File: src/pkg/pq_consts.svh
// Constants for the power-mode query and failure-prediction command handler.
// Assumes a 100 MHz device clock and a host writing the task-file registers.
`ifndef PQ_CONSTS_SVH
`define PQ_CONSTS_SVH

`define OFF_FEATURE      16'h01F1
`define OFF_COUNT        16'h01F2
`define OFF_SECTOR       16'h01F3
`define OFF_KEY_LOW      16'h01F4
`define OFF_KEY_HIGH     16'h01F5
`define OFF_DRIVE_HEAD   16'h01F6
`define OFF_COMMAND      16'h01F7

`define OP_PWR_QUERY_A   8'h98
`define OP_PWR_QUERY_B   8'hE5
`define OP_PREDICT       8'hB0

`define SUB_RD_ATTR      8'hD0
`define SUB_RD_THRESH    8'hD1
`define SUB_AUTOSAVE     8'hD2
`define SUB_SAVE         8'hD3
`define SUB_ENABLE       8'hD8
`define SUB_DISABLE      8'hD9
`define SUB_STATUS       8'hDA

`define KEY_LOW          8'h4F
`define KEY_HIGH         8'hC2
`define FAIL_KEY_LOW     8'hF4
`define FAIL_KEY_HIGH    8'h2C

`define PWR_CODE_STANDBY 8'h00
`define PWR_CODE_IDLE    8'h80
`define PWR_CODE_ACTIVE  8'hFF
`define ZERO_BYTE        8'h00

`define STAT_BSY         7
`define STAT_RDY         6
`define STAT_DRQ         3
`define STAT_ERR         0
`define FAULT_ABORT      2
`define UNIT_SEL_BIT     4

`define BLOCK_BYTES      10'h200

`define CLK_PERIOD_NS    10
`define TICK_NS          1000000
`define TICK_CYCLES      (`TICK_NS / `CLK_PERIOD_NS)
`define AUTOSAVE_MIN     15
`define MS_PER_MIN       60000
`define AUTOSAVE_TICKS   (`AUTOSAVE_MIN * `MS_PER_MIN)

`endif

File: src/pkg/pq_pkg.sv
// Types shared by the command handler and its host-facing ports.
// Assumes pq_consts.svh supplies all numeric constants.
package pq_pkg;

    typedef enum logic [1:0] {
        ST_IDLE = 2'b00,
        ST_EXEC = 2'b01,
        ST_DONE = 2'b11,
        ST_XFER = 2'b10
    } pq_state_t;

    typedef enum logic [1:0] {
        PWR_STANDBY = 2'b00,
        PWR_IDLE    = 2'b01,
        PWR_ACTIVE  = 2'b10
    } pwr_mode_t;

    typedef struct packed {
        logic        wr;
        logic        rd;
        logic [15:0] addr;
        logic [7:0]  wdata;
    } host_bus_t;

    typedef struct packed {
        logic       valid;
        logic [7:0] data;
    } xfer_t;

    typedef struct packed {
        pq_state_t  state;
        logic [7:0] feature;
        logic [7:0] fault;
        logic [7:0] count;
        logic [7:0] sector;
        logic [7:0] key_lo;
        logic [7:0] key_hi;
        logic [7:0] drive_head;
        logic [7:0] opcode;
        logic       bsy;
        logic       drq;
        logic       err;
        logic       intrq;
        logic       predict_en;
        logic       autosave_en;
        logic       nv_wr;
        logic       nv_loaded;
        logic [7:0] rdata;
        logic [9:0] xfer_idx;
        logic       xfer_thr;
        xfer_t      xfer;
    } ctl_t;

endpackage : pq_pkg

File: src/rtl/power_query_smart.sv
// Task-file command handler for the power-mode query and failure-prediction commands.
// Assumes the host drives one-cycle read and write strobes synchronous to clk_i,
// and that firmware supplies the power mode, attribute samples and nonvolatile settings.
`timescale 1ns/1ns
`include "pq_consts.svh"
module power_query_smart #(
    parameter int   NUM_ATTR    = 30,
    parameter logic DEV_SEL     = 1'b0,
    parameter int   TICK_CYCLES = `TICK_CYCLES,
    parameter int   SAVE_TICKS  = `AUTOSAVE_TICKS
) (
    // Clock and reset
    input  wire logic                     clk_i,
    input  wire logic                     rst_n_i,
    // Task-file access
    input  wire pq_pkg::host_bus_t        host_i,
    output logic [7:0]                    rdata_o,
    output logic                          intrq_o,
    // Data-out stream
    output pq_pkg::xfer_t                 xfer_o,
    input  wire logic                     xfer_ready_i,
    // Drive condition
    input  wire pq_pkg::pwr_mode_t        pwr_mode_i,
    // Attribute sampling
    input  wire logic                     sample_valid_i,
    input  wire logic [4:0]               sample_idx_i,
    input  wire logic [7:0]               sample_val_i,
    input  wire logic [NUM_ATTR-1:0][7:0] thresh_i,
    // Nonvolatile settings
    input  wire logic                     nv_predict_i,
    input  wire logic                     nv_autosave_i,
    output logic                          nv_wr_o,
    output logic                          nv_predict_o,
    output logic                          nv_autosave_o
);
    import pq_pkg::*;

    ctl_t       r_reg;
    ctl_t       r_next;
    logic       save_req;
    logic       auto_fire;
    logic       attr_fail;
    logic [7:0] attr_byte;
    logic [7:0] status_byte;
    logic [7:0] pwr_code;
    logic       keys_ok;
    logic       abort;
    logic       go_xfer;
    logic       go_thr;

    attr_store #(
        .NUM_ATTR (NUM_ATTR)
    ) u_store (
        .clk_i          (clk_i),
        .rst_n_i        (rst_n_i),
        .upd_en_i       (r_reg.predict_en),
        .sample_valid_i (sample_valid_i),
        .sample_idx_i   (sample_idx_i),
        .sample_val_i   (sample_val_i),
        .thresh_i       (thresh_i),
        .save_i         (save_req | auto_fire),
        .rd_thr_i       (r_reg.xfer_thr),
        .rd_idx_i       (r_reg.xfer_idx),
        .byte_o         (attr_byte),
        .fail_o         (attr_fail)
    );

    // timer runs only with prediction on
    autosave_timer #(
        .TICK_CYCLES (TICK_CYCLES),
        .SAVE_TICKS  (SAVE_TICKS)
    ) u_timer (
        .clk_i     (clk_i),
        .rst_n_i   (rst_n_i),
        .run_i     (r_reg.predict_en & r_reg.autosave_en),
        .restart_i (save_req),
        .fire_o    (auto_fire)
    );

    always_comb begin
        case (pwr_mode_i)
            PWR_STANDBY: pwr_code = `PWR_CODE_STANDBY;
            PWR_IDLE:    pwr_code = `PWR_CODE_IDLE;
            PWR_ACTIVE:  pwr_code = `PWR_CODE_ACTIVE;
            default:     pwr_code = `PWR_CODE_ACTIVE;
        endcase
    end

    always_comb begin
        status_byte               = `ZERO_BYTE;
        status_byte[`STAT_BSY]    = r_reg.bsy;
        status_byte[`STAT_RDY]    = ~r_reg.bsy;
        status_byte[`STAT_DRQ]    = r_reg.drq;
        status_byte[`STAT_ERR]    = r_reg.err;
    end

    assign keys_ok = (r_reg.key_lo == `KEY_LOW) && (r_reg.key_hi == `KEY_HIGH);

    always_comb begin
        r_next       = r_reg;
        r_next.nv_wr = 1'b0;
        save_req     = 1'b0;
        abort        = 1'b0;
        go_xfer      = 1'b0;
        go_thr       = 1'b0;

        // settings come back from nonvolatile storage after reset.
        if (!r_reg.nv_loaded) begin
            r_next.nv_loaded   = 1'b1;
            r_next.predict_en  = nv_predict_i;
            r_next.autosave_en = nv_autosave_i;
        end

        if (host_i.rd) begin
            case (host_i.addr)
                `OFF_FEATURE:    r_next.rdata = r_reg.fault;
                `OFF_COUNT:      r_next.rdata = r_reg.count;
                `OFF_SECTOR:     r_next.rdata = r_reg.sector;
                `OFF_KEY_LOW:    r_next.rdata = r_reg.key_lo;
                `OFF_KEY_HIGH:   r_next.rdata = r_reg.key_hi;
                `OFF_DRIVE_HEAD: r_next.rdata = r_reg.drive_head;
                `OFF_COMMAND: begin
                    r_next.rdata = status_byte;
                    r_next.intrq = 1'b0;
                end
                default:         r_next.rdata = `ZERO_BYTE;
            endcase
        end

        // Writes during busy are dropped so a running command sees stable inputs.
        if (host_i.wr && !r_reg.bsy) begin
            case (host_i.addr)
                `OFF_FEATURE:    r_next.feature    = host_i.wdata;
                `OFF_COUNT:      r_next.count      = host_i.wdata;
                `OFF_SECTOR:     r_next.sector     = host_i.wdata;
                `OFF_KEY_LOW:    r_next.key_lo     = host_i.wdata;
                `OFF_KEY_HIGH:   r_next.key_hi     = host_i.wdata;
                `OFF_DRIVE_HEAD: r_next.drive_head = host_i.wdata;
                `OFF_COMMAND: begin
                    if (r_reg.drive_head[`UNIT_SEL_BIT] == DEV_SEL) begin
                        r_next.opcode  = host_i.wdata;
                        r_next.bsy     = 1'b1;
                        r_next.drq     = 1'b0;
                        r_next.err     = 1'b0;
                        r_next.fault   = `ZERO_BYTE;
                        r_next.xfer    = '0;
                        r_next.state   = ST_EXEC;
                    end
                end
                default: ;
            endcase
        end

        case (r_reg.state)
            ST_IDLE: ;
            ST_EXEC: begin
                case (r_reg.opcode)
                    `OP_PWR_QUERY_A, `OP_PWR_QUERY_B: begin
                        r_next.count = pwr_code;
                    end
                    `OP_PREDICT: begin
                        if (!keys_ok) begin
                            abort = 1'b1;
                        end else if (!r_reg.predict_en && r_reg.feature != `SUB_ENABLE) begin
                            abort = 1'b1;
                        end else begin
                            case (r_reg.feature)
                                `SUB_RD_ATTR: begin
                                    save_req = 1'b1;
                                    go_xfer  = 1'b1;
                                end
                                `SUB_RD_THRESH: begin
                                    go_xfer = 1'b1;
                                    go_thr  = 1'b1;
                                end
                                `SUB_AUTOSAVE: begin
                                    r_next.autosave_en = (r_reg.count != `ZERO_BYTE);
                                    r_next.nv_wr       = 1'b1;
                                end
                                `SUB_SAVE: begin
                                    save_req = 1'b1;
                                end
                                `SUB_ENABLE: begin
                                    r_next.predict_en = 1'b1;
                                    r_next.nv_wr      = 1'b1;
                                end
                                `SUB_DISABLE: begin
                                    r_next.predict_en = 1'b0;
                                    r_next.nv_wr      = 1'b1;
                                end
                                `SUB_STATUS: begin
                                    save_req = 1'b1;
                                    if (attr_fail) begin
                                        r_next.key_lo = `FAIL_KEY_LOW;
                                        r_next.key_hi = `FAIL_KEY_HIGH;
                                    end else begin
                                        r_next.key_lo = `KEY_LOW;
                                        r_next.key_hi = `KEY_HIGH;
                                    end
                                end
                                default: abort = 1'b1;
                            endcase
                        end
                    end
                    default: abort = 1'b1;
                endcase
                if (abort) begin
                    r_next.fault[`FAULT_ABORT] = 1'b1;
                    r_next.err                 = 1'b1;
                end
                if (go_xfer) begin
                    // The saved copy settles this edge, so the first byte loads next cycle.
                    r_next.state    = ST_XFER;
                    r_next.bsy      = 1'b0;
                    r_next.drq      = 1'b1;
                    r_next.intrq    = 1'b1;
                    r_next.xfer_idx = '0;
                    r_next.xfer_thr = go_thr;
                end else begin
                    r_next.state = ST_DONE;
                end
            end
            ST_DONE: begin
                r_next.bsy   = 1'b0;
                r_next.intrq = 1'b1;
                r_next.state = ST_IDLE;
            end
            ST_XFER: begin
                if (r_reg.xfer.valid && xfer_ready_i && r_reg.xfer_idx == `BLOCK_BYTES) begin
                    r_next.xfer.valid = 1'b0;
                    r_next.drq        = 1'b0;
                    r_next.state      = ST_IDLE;
                end else if (!r_reg.xfer.valid || xfer_ready_i) begin
                    r_next.xfer.valid = 1'b1;
                    r_next.xfer.data  = attr_byte;
                    r_next.xfer_idx   = r_reg.xfer_idx + 10'h001;
                end
            end
            default: r_next.state = ST_IDLE;
        endcase
    end

    always_ff @(posedge clk_i or negedge rst_n_i) begin
        if (!rst_n_i) begin
            r_reg <= '0;
        end else begin
            r_reg <= r_next;
        end
    end

    assign rdata_o       = r_reg.rdata;
    assign intrq_o       = r_reg.intrq;
    assign xfer_o        = r_reg.xfer;
    assign nv_wr_o       = r_reg.nv_wr;
    assign nv_predict_o  = r_reg.predict_en;
    assign nv_autosave_o = r_reg.autosave_en;

endmodule : power_query_smart

File: src/rtl/autosave_timer.sv
// Interval timer that requests an attribute save after a fixed idle period.
// Assumes run_i drops whenever automatic saving is not allowed.
`timescale 1ns/1ns
`include "pq_consts.svh"
module autosave_timer #(
    parameter int TICK_CYCLES = `TICK_CYCLES,
    parameter int SAVE_TICKS  = `AUTOSAVE_TICKS
) (
    // Clock and reset
    input  wire logic clk_i,
    input  wire logic rst_n_i,
    // Control
    input  wire logic run_i,
    input  wire logic restart_i,
    output logic      fire_o
);
    localparam int DW = (TICK_CYCLES > 1) ? $clog2(TICK_CYCLES) : 1;
    localparam int TW = $clog2(SAVE_TICKS + 1);
    localparam logic [DW-1:0] DIV_LAST  = DW'(TICK_CYCLES - 1);
    localparam logic [TW-1:0] TICK_LAST = TW'(SAVE_TICKS);

    typedef struct packed {
        logic [DW-1:0] div;
        logic [TW-1:0] ticks;
        logic          fire;
    } tmr_t;

    tmr_t r_reg;
    tmr_t r_next;

    always_comb begin
        r_next      = r_reg;
        r_next.fire = 1'b0;
        if (!run_i || restart_i) begin
            r_next.div   = '0;
            r_next.ticks = '0;
        end else if (r_reg.div == DIV_LAST) begin
            r_next.div = '0;
            if (r_reg.ticks == TICK_LAST - TW'(1)) begin
                r_next.ticks = '0;
                r_next.fire  = 1'b1;
            end else begin
                r_next.ticks = r_reg.ticks + TW'(1);
            end
        end else begin
            r_next.div = r_reg.div + DW'(1);
        end
    end

    always_ff @(posedge clk_i or negedge rst_n_i) begin
        if (!rst_n_i) begin
            r_reg <= '0;
        end else begin
            r_reg <= r_next;
        end
    end

    assign fire_o = r_reg.fire;

endmodule : autosave_timer

File: src/rtl/attr_store.sv
// Attribute value store: live values, saved copies and threshold comparison.
// Assumes thresholds arrive as a static vector from the drive firmware.
`timescale 1ns/1ns
`include "pq_consts.svh"
module attr_store #(
    parameter int NUM_ATTR = 30
) (
    // Clock and reset
    input  wire logic                     clk_i,
    input  wire logic                     rst_n_i,
    // Sampling
    input  wire logic                     upd_en_i,
    input  wire logic                     sample_valid_i,
    input  wire logic [4:0]               sample_idx_i,
    input  wire logic [7:0]               sample_val_i,
    input  wire logic [NUM_ATTR-1:0][7:0] thresh_i,
    // Save and readout
    input  wire logic                     save_i,
    input  wire logic                     rd_thr_i,
    input  wire logic [9:0]               rd_idx_i,
    output logic [7:0]                    byte_o,
    output logic                          fail_o
);
    typedef struct packed {
        logic [NUM_ATTR-1:0][7:0] live;
        logic [NUM_ATTR-1:0][7:0] saved;
    } store_t;

    store_t               r_reg;
    store_t               r_next;
    logic  [NUM_ATTR-1:0] below;

    always_comb begin
        r_next = r_reg;
        if (upd_en_i && sample_valid_i && (32'(sample_idx_i) < NUM_ATTR)) begin
            r_next.live[sample_idx_i] = sample_val_i;
        end
        if (save_i) begin
            r_next.saved = r_reg.live;
        end
    end

    always_ff @(posedge clk_i or negedge rst_n_i) begin
        if (!rst_n_i) begin
            r_reg <= '0;
        end else begin
            r_reg <= r_next;
        end
    end

    // A threshold of zero never trips, so unused slots stay quiet.
    for (genvar i = 0; i < NUM_ATTR; i++) begin : g_cmp
        assign below[i] = (r_reg.live[i] < thresh_i[i]);
    end
    assign fail_o = |below;

    always_comb begin
        byte_o = `ZERO_BYTE;
        if (32'(rd_idx_i) < NUM_ATTR) begin
            byte_o = rd_thr_i ? thresh_i[rd_idx_i] : r_reg.saved[rd_idx_i];
        end
    end

endmodule : attr_store

File: config.mk
export PLATFORM = sky130hd
export DESIGN_NAME = power_query_smart
export DESIGN_NICKNAME = d
export VERILOG_FILES = /design/src/pkg/pq_pkg.sv /design/src/rtl/power_query_smart.sv /design/src/rtl/autosave_timer.sv /design/src/rtl/attr_store.sv
export VERILOG_INCLUDE_DIRS = /design/src /design/src/pkg
export SDC_FILE = /design/constraint.sdc
export NUM_CORES = 1
export LEC_CHECK = 0
export CAP_MARGIN = 10
export CORE_MARGIN = 8
export CORE_UTILIZATION = 45
export CTS_CLUSTER_SIZE = 28
export DETAILED_ROUTE_END_ITERATION = 7
export DONT_BUFFER_PORTS = 1
export HOLD_SLACK_MARGIN = 0.12
export PLACE_DENSITY_LB_ADDON = 0.08
export SKIP_LAST_GASP = 1
export SYNTH_ARGS = -nofsm -noshare
export SYNTH_HDL_FRONTEND = slang
export SYNTH_SLANG_ARGS = --single-unit
File: constraint.sdc
create_clock -name clk_i -period 7.6 [get_ports clk_i]
set_clock_uncertainty 0.15 [all_clocks]
set_input_delay 0.76 -clock clk_i [delete_from_list [all_inputs] [get_ports clk_i]]
set_output_delay 0.76 -clock clk_i [all_outputs]
set_load 0.05 [all_outputs]
==> flow_summary.json <==
{
  "regArea_um2": 15350,
  "required_ns": 7.88,
  "critPathMostFrequentCell": "nand4_1",
  "die_x_um": 288.7,
  "final_cell_area_um2": 36860,
  "ys_ff_latch": 613,
  "cts_buffers": 73,
  "synth_top_cell_area_share_pct": 45.82,
  "synth.distinct_cells": 77,
  "grt_first_pass_wirelength_um": 153400,
  "status": "finished with violations",
  "ios": 308,
  "cts_buffer_depth": 3,
  "hold_slack_ns": -0.2827,
  "via_per_inst": 5.850,
  "ys_seq_area_share_pct": 45.82,
  "antenna_found_initial": 12,
  "synth_commonest_cells": "dfrtp_1 (613), mux2_2 (511), inv_1 (243), ha_1 (218), nand2_1 (158)",
  "timing.max_cap.violations": 0,
  "cts.repair.resized": 0,
  "grt_max_degree": 614,
  "cts_setup_buffers": 0,
  "rsz0062_at_grt": "false",
  "yosys.area.top_type": "dfrtp_1",
  "finalNetCount": 3220,
  "power.density_nw_per_um2": 217.1,
  "syn_area_per_cell_um2": 12.19,
  "largest_register_ffs": 480,
  "setup_viol": 0,
  "synth.most_common_cell": "dfrtp_1",
  "peakVddDrop_mv": 0.1313,
  "critPathKind": "flop to flop",
  "grtUsageMet3_pct": 6.552,
  "root_buffer": "clkbuf_16",
  "synth_edf_count": 0,
  "period_minus_slack_ns": 3.978,
  "via_count": 21967,
  "hp-class": "input pin to async pin",
  "critPathMaxFanout": 12,
  "fillers": 6527,
  "tightest_slew_ns": 3.117,
  "core_um2": 74070,
  "fin_ws_ns": 3.622,
  "startpoint_type": "flop",
  "hold_viol": 102,
  "async_flop_share_pct": 100.0,
  "cp_cell_sequence": "nor4bb_1 -> nand4_1 -> nor3_1 -> nand4_1 -> or4b_1 -> nor4_2 -> nand4_1 -> a21boi_0",
  "hpwl_um": 76590,
  "die-area_um2": 83370,
  "post_drt_wl_per_cell_um": 27.60,
  "path_clk_slew_ns": 0.06,
  "setup_tns_ns": 0,
  "drt_iter0_drc": 1420,
  "fmax_ghz": 0.2514,
  "synth.area.top_cells": "dfrtp_1 (46%), mux2_2 (17%), mux4_2 (8.3%)",
  "h-tree-depth": 3,
  "yosys_warnings": 0,
  "finalCritPeriodShare_pct": 52.35,
  "worst_setup_path_end_kind": "flop",
  "placedInstanceArea_um2": 34290,
  "drc_errors": 0,
  "power_leakage_nw": 18.43,
  "syn-num-nets": 3252,
  "start_util_pct": 45.19,
  "wl_um": 103600,
  "post-place-ws_ns": 3.405,
  "port_buffers": 0,
  "grt_usage_pct": 24.70,
  "clock_latency_ns": 0.61,
  "holdBufCountCts": 9,
  "drive_gt1_share_pct": 28.86,
  "clock_sinks": 613,
  "finalMaxSlewViolations": 501,
  "drt.antenna.violating_nets": 0,
  "grt_pass1_vias": 22938,
  "slowest_delay_ns": 0.69,
  "synthCells": 2747,
  "violations": "negative hold slack, max-slew violations",
  "grt_overflow_total": 0,
  "multi_input_area_um2": 16630,
  "grt-busiest-layer": "met2",
  "area_delta_synth_final_pct": 10.10,
  "netlist_area_um2": 33480,
  "cts_tree": "yes",
  "ys.flop_type": "dfrtp_1",
  "die_h_um": 288.7,
  "drt-pass1-iter-count": 6,
  "grt_util_met1_pct": 32.84,
  "slowest_stage": "or4b_1",
  "postLayoutCoreUtil_pct": 49.76,
  "gp_congestion": 0.8541,
  "cp.arrival_ns": 4.26,
  "fp-row-count": 100,
  "slew_headroom_pct": -107.8,
  "grt_use_met2_pct": 40.14
}
==> placed cells by master, fill, tap and decap left out, types with 9 or more instances in the layout <==
cell type	Yosys	routed
xor2_1	26	26
ha_1	218	218
diode_2	0	17
o22ai_1	18	18
inv_1	243	243
clkbuf_1	93	14
nand4_1	17	17
clkbuf_16	0	77
a21o_1	14	14
o211ai_1	18	18
a21oi_1	82	82
nor3b_1	18	18
nor2b_1	11	11
nor2_1	115	115
clkinv_2	0	10
nor4_1	11	11
nand2b_1	21	21
nand2_1	158	158
dlygate4sd3_1	0	9
a31oi_1	11	10
a221oi_1	10	10
mux4_2	124	124
clkbuf_8	0	19
a211oi_1	14	14
o21ai_0	95	95
mux2_2	511	511
and3_1	16	16
dfrtp_1	613	609
nand3_1	32	32
buf_4	21	17
mux2i_1	50	50
nor3_1	24	24
==> logic make-up after synthesis <==
kind of cell               count (synthesis)  share of synthesized area, %
xor gates and xnor gates                  31                        0.8111
adders and majority gates                218                         8.148
and+or+nand+nor                          479                         7.206
buffers and inverters                    382                         4.590
AOI/OAI and AO/OA                        338                         6.384
DFF                                      613                         45.82
other                                      1                       0.01120
muxes                                    685                         27.03
==> critical path, delay by kind of cell, from the launching register on <==
family          cells  cell delay, ns
simple gates        7            2.88
flops               1            0.42
compound gates      1            0.34
==> worst paths after layout <==
check / from / end / slack [ns] / cells after the start
min in group clk_i: host_i[1] / r_reg[93] / 0.15 / 1
min: rst_n_i / r_reg[76] / -0.28 / 0
min reg2reg: r_reg[43] / r_reg[43] / 0.32 / 2
max: r_reg[64] / r_reg[64] / 3.62 / 8
max in group asynchronous: rst_n_i / r_reg[11] / 4.83 / 0
max reg2reg: r_reg[64] / r_reg[64] / 3.62 / 8
==> report_power, final <==
group | leakage [nW] | total, mW | internal, mW | switching (mW)
sequential | 8.34 | 3.68 | 3.47 | 0.209
clock | 1.20 | 3.54 | 2.13 | 1.40
combinational | 8.90 | 0.788 | 0.400 | 0.388
==> final cells by class <==
class	count	share of cell area [%]
Timing Repair Buffer	32	0.7672
Antenna cell	17	0.1154
Multi-Input combinational cell	1752	45.11
Tap cell	969	3.290
Clock buffer	110	6.080
Sequential cell	613	41.65
Inverter	243	2.475
Clock inverter	19	0.5126
==> metrics by stage <==
step                      instances  power (mW)
final                          3755       8.002
after global routing           3738       8.343
after CTS                      3738       8.085
after detailed placement       3600       4.519
after global placement         3596       4.488
after floorplan                2747       4.229
==> routing by layer <==
layer	up-vias	wire (µm)
met5	-	57
met1	11449	44310
met2	519	49330
met4	8	2140
met3	116	7797
li1	9875	-
No activity file was read; power rests on OpenSTA's default activity.
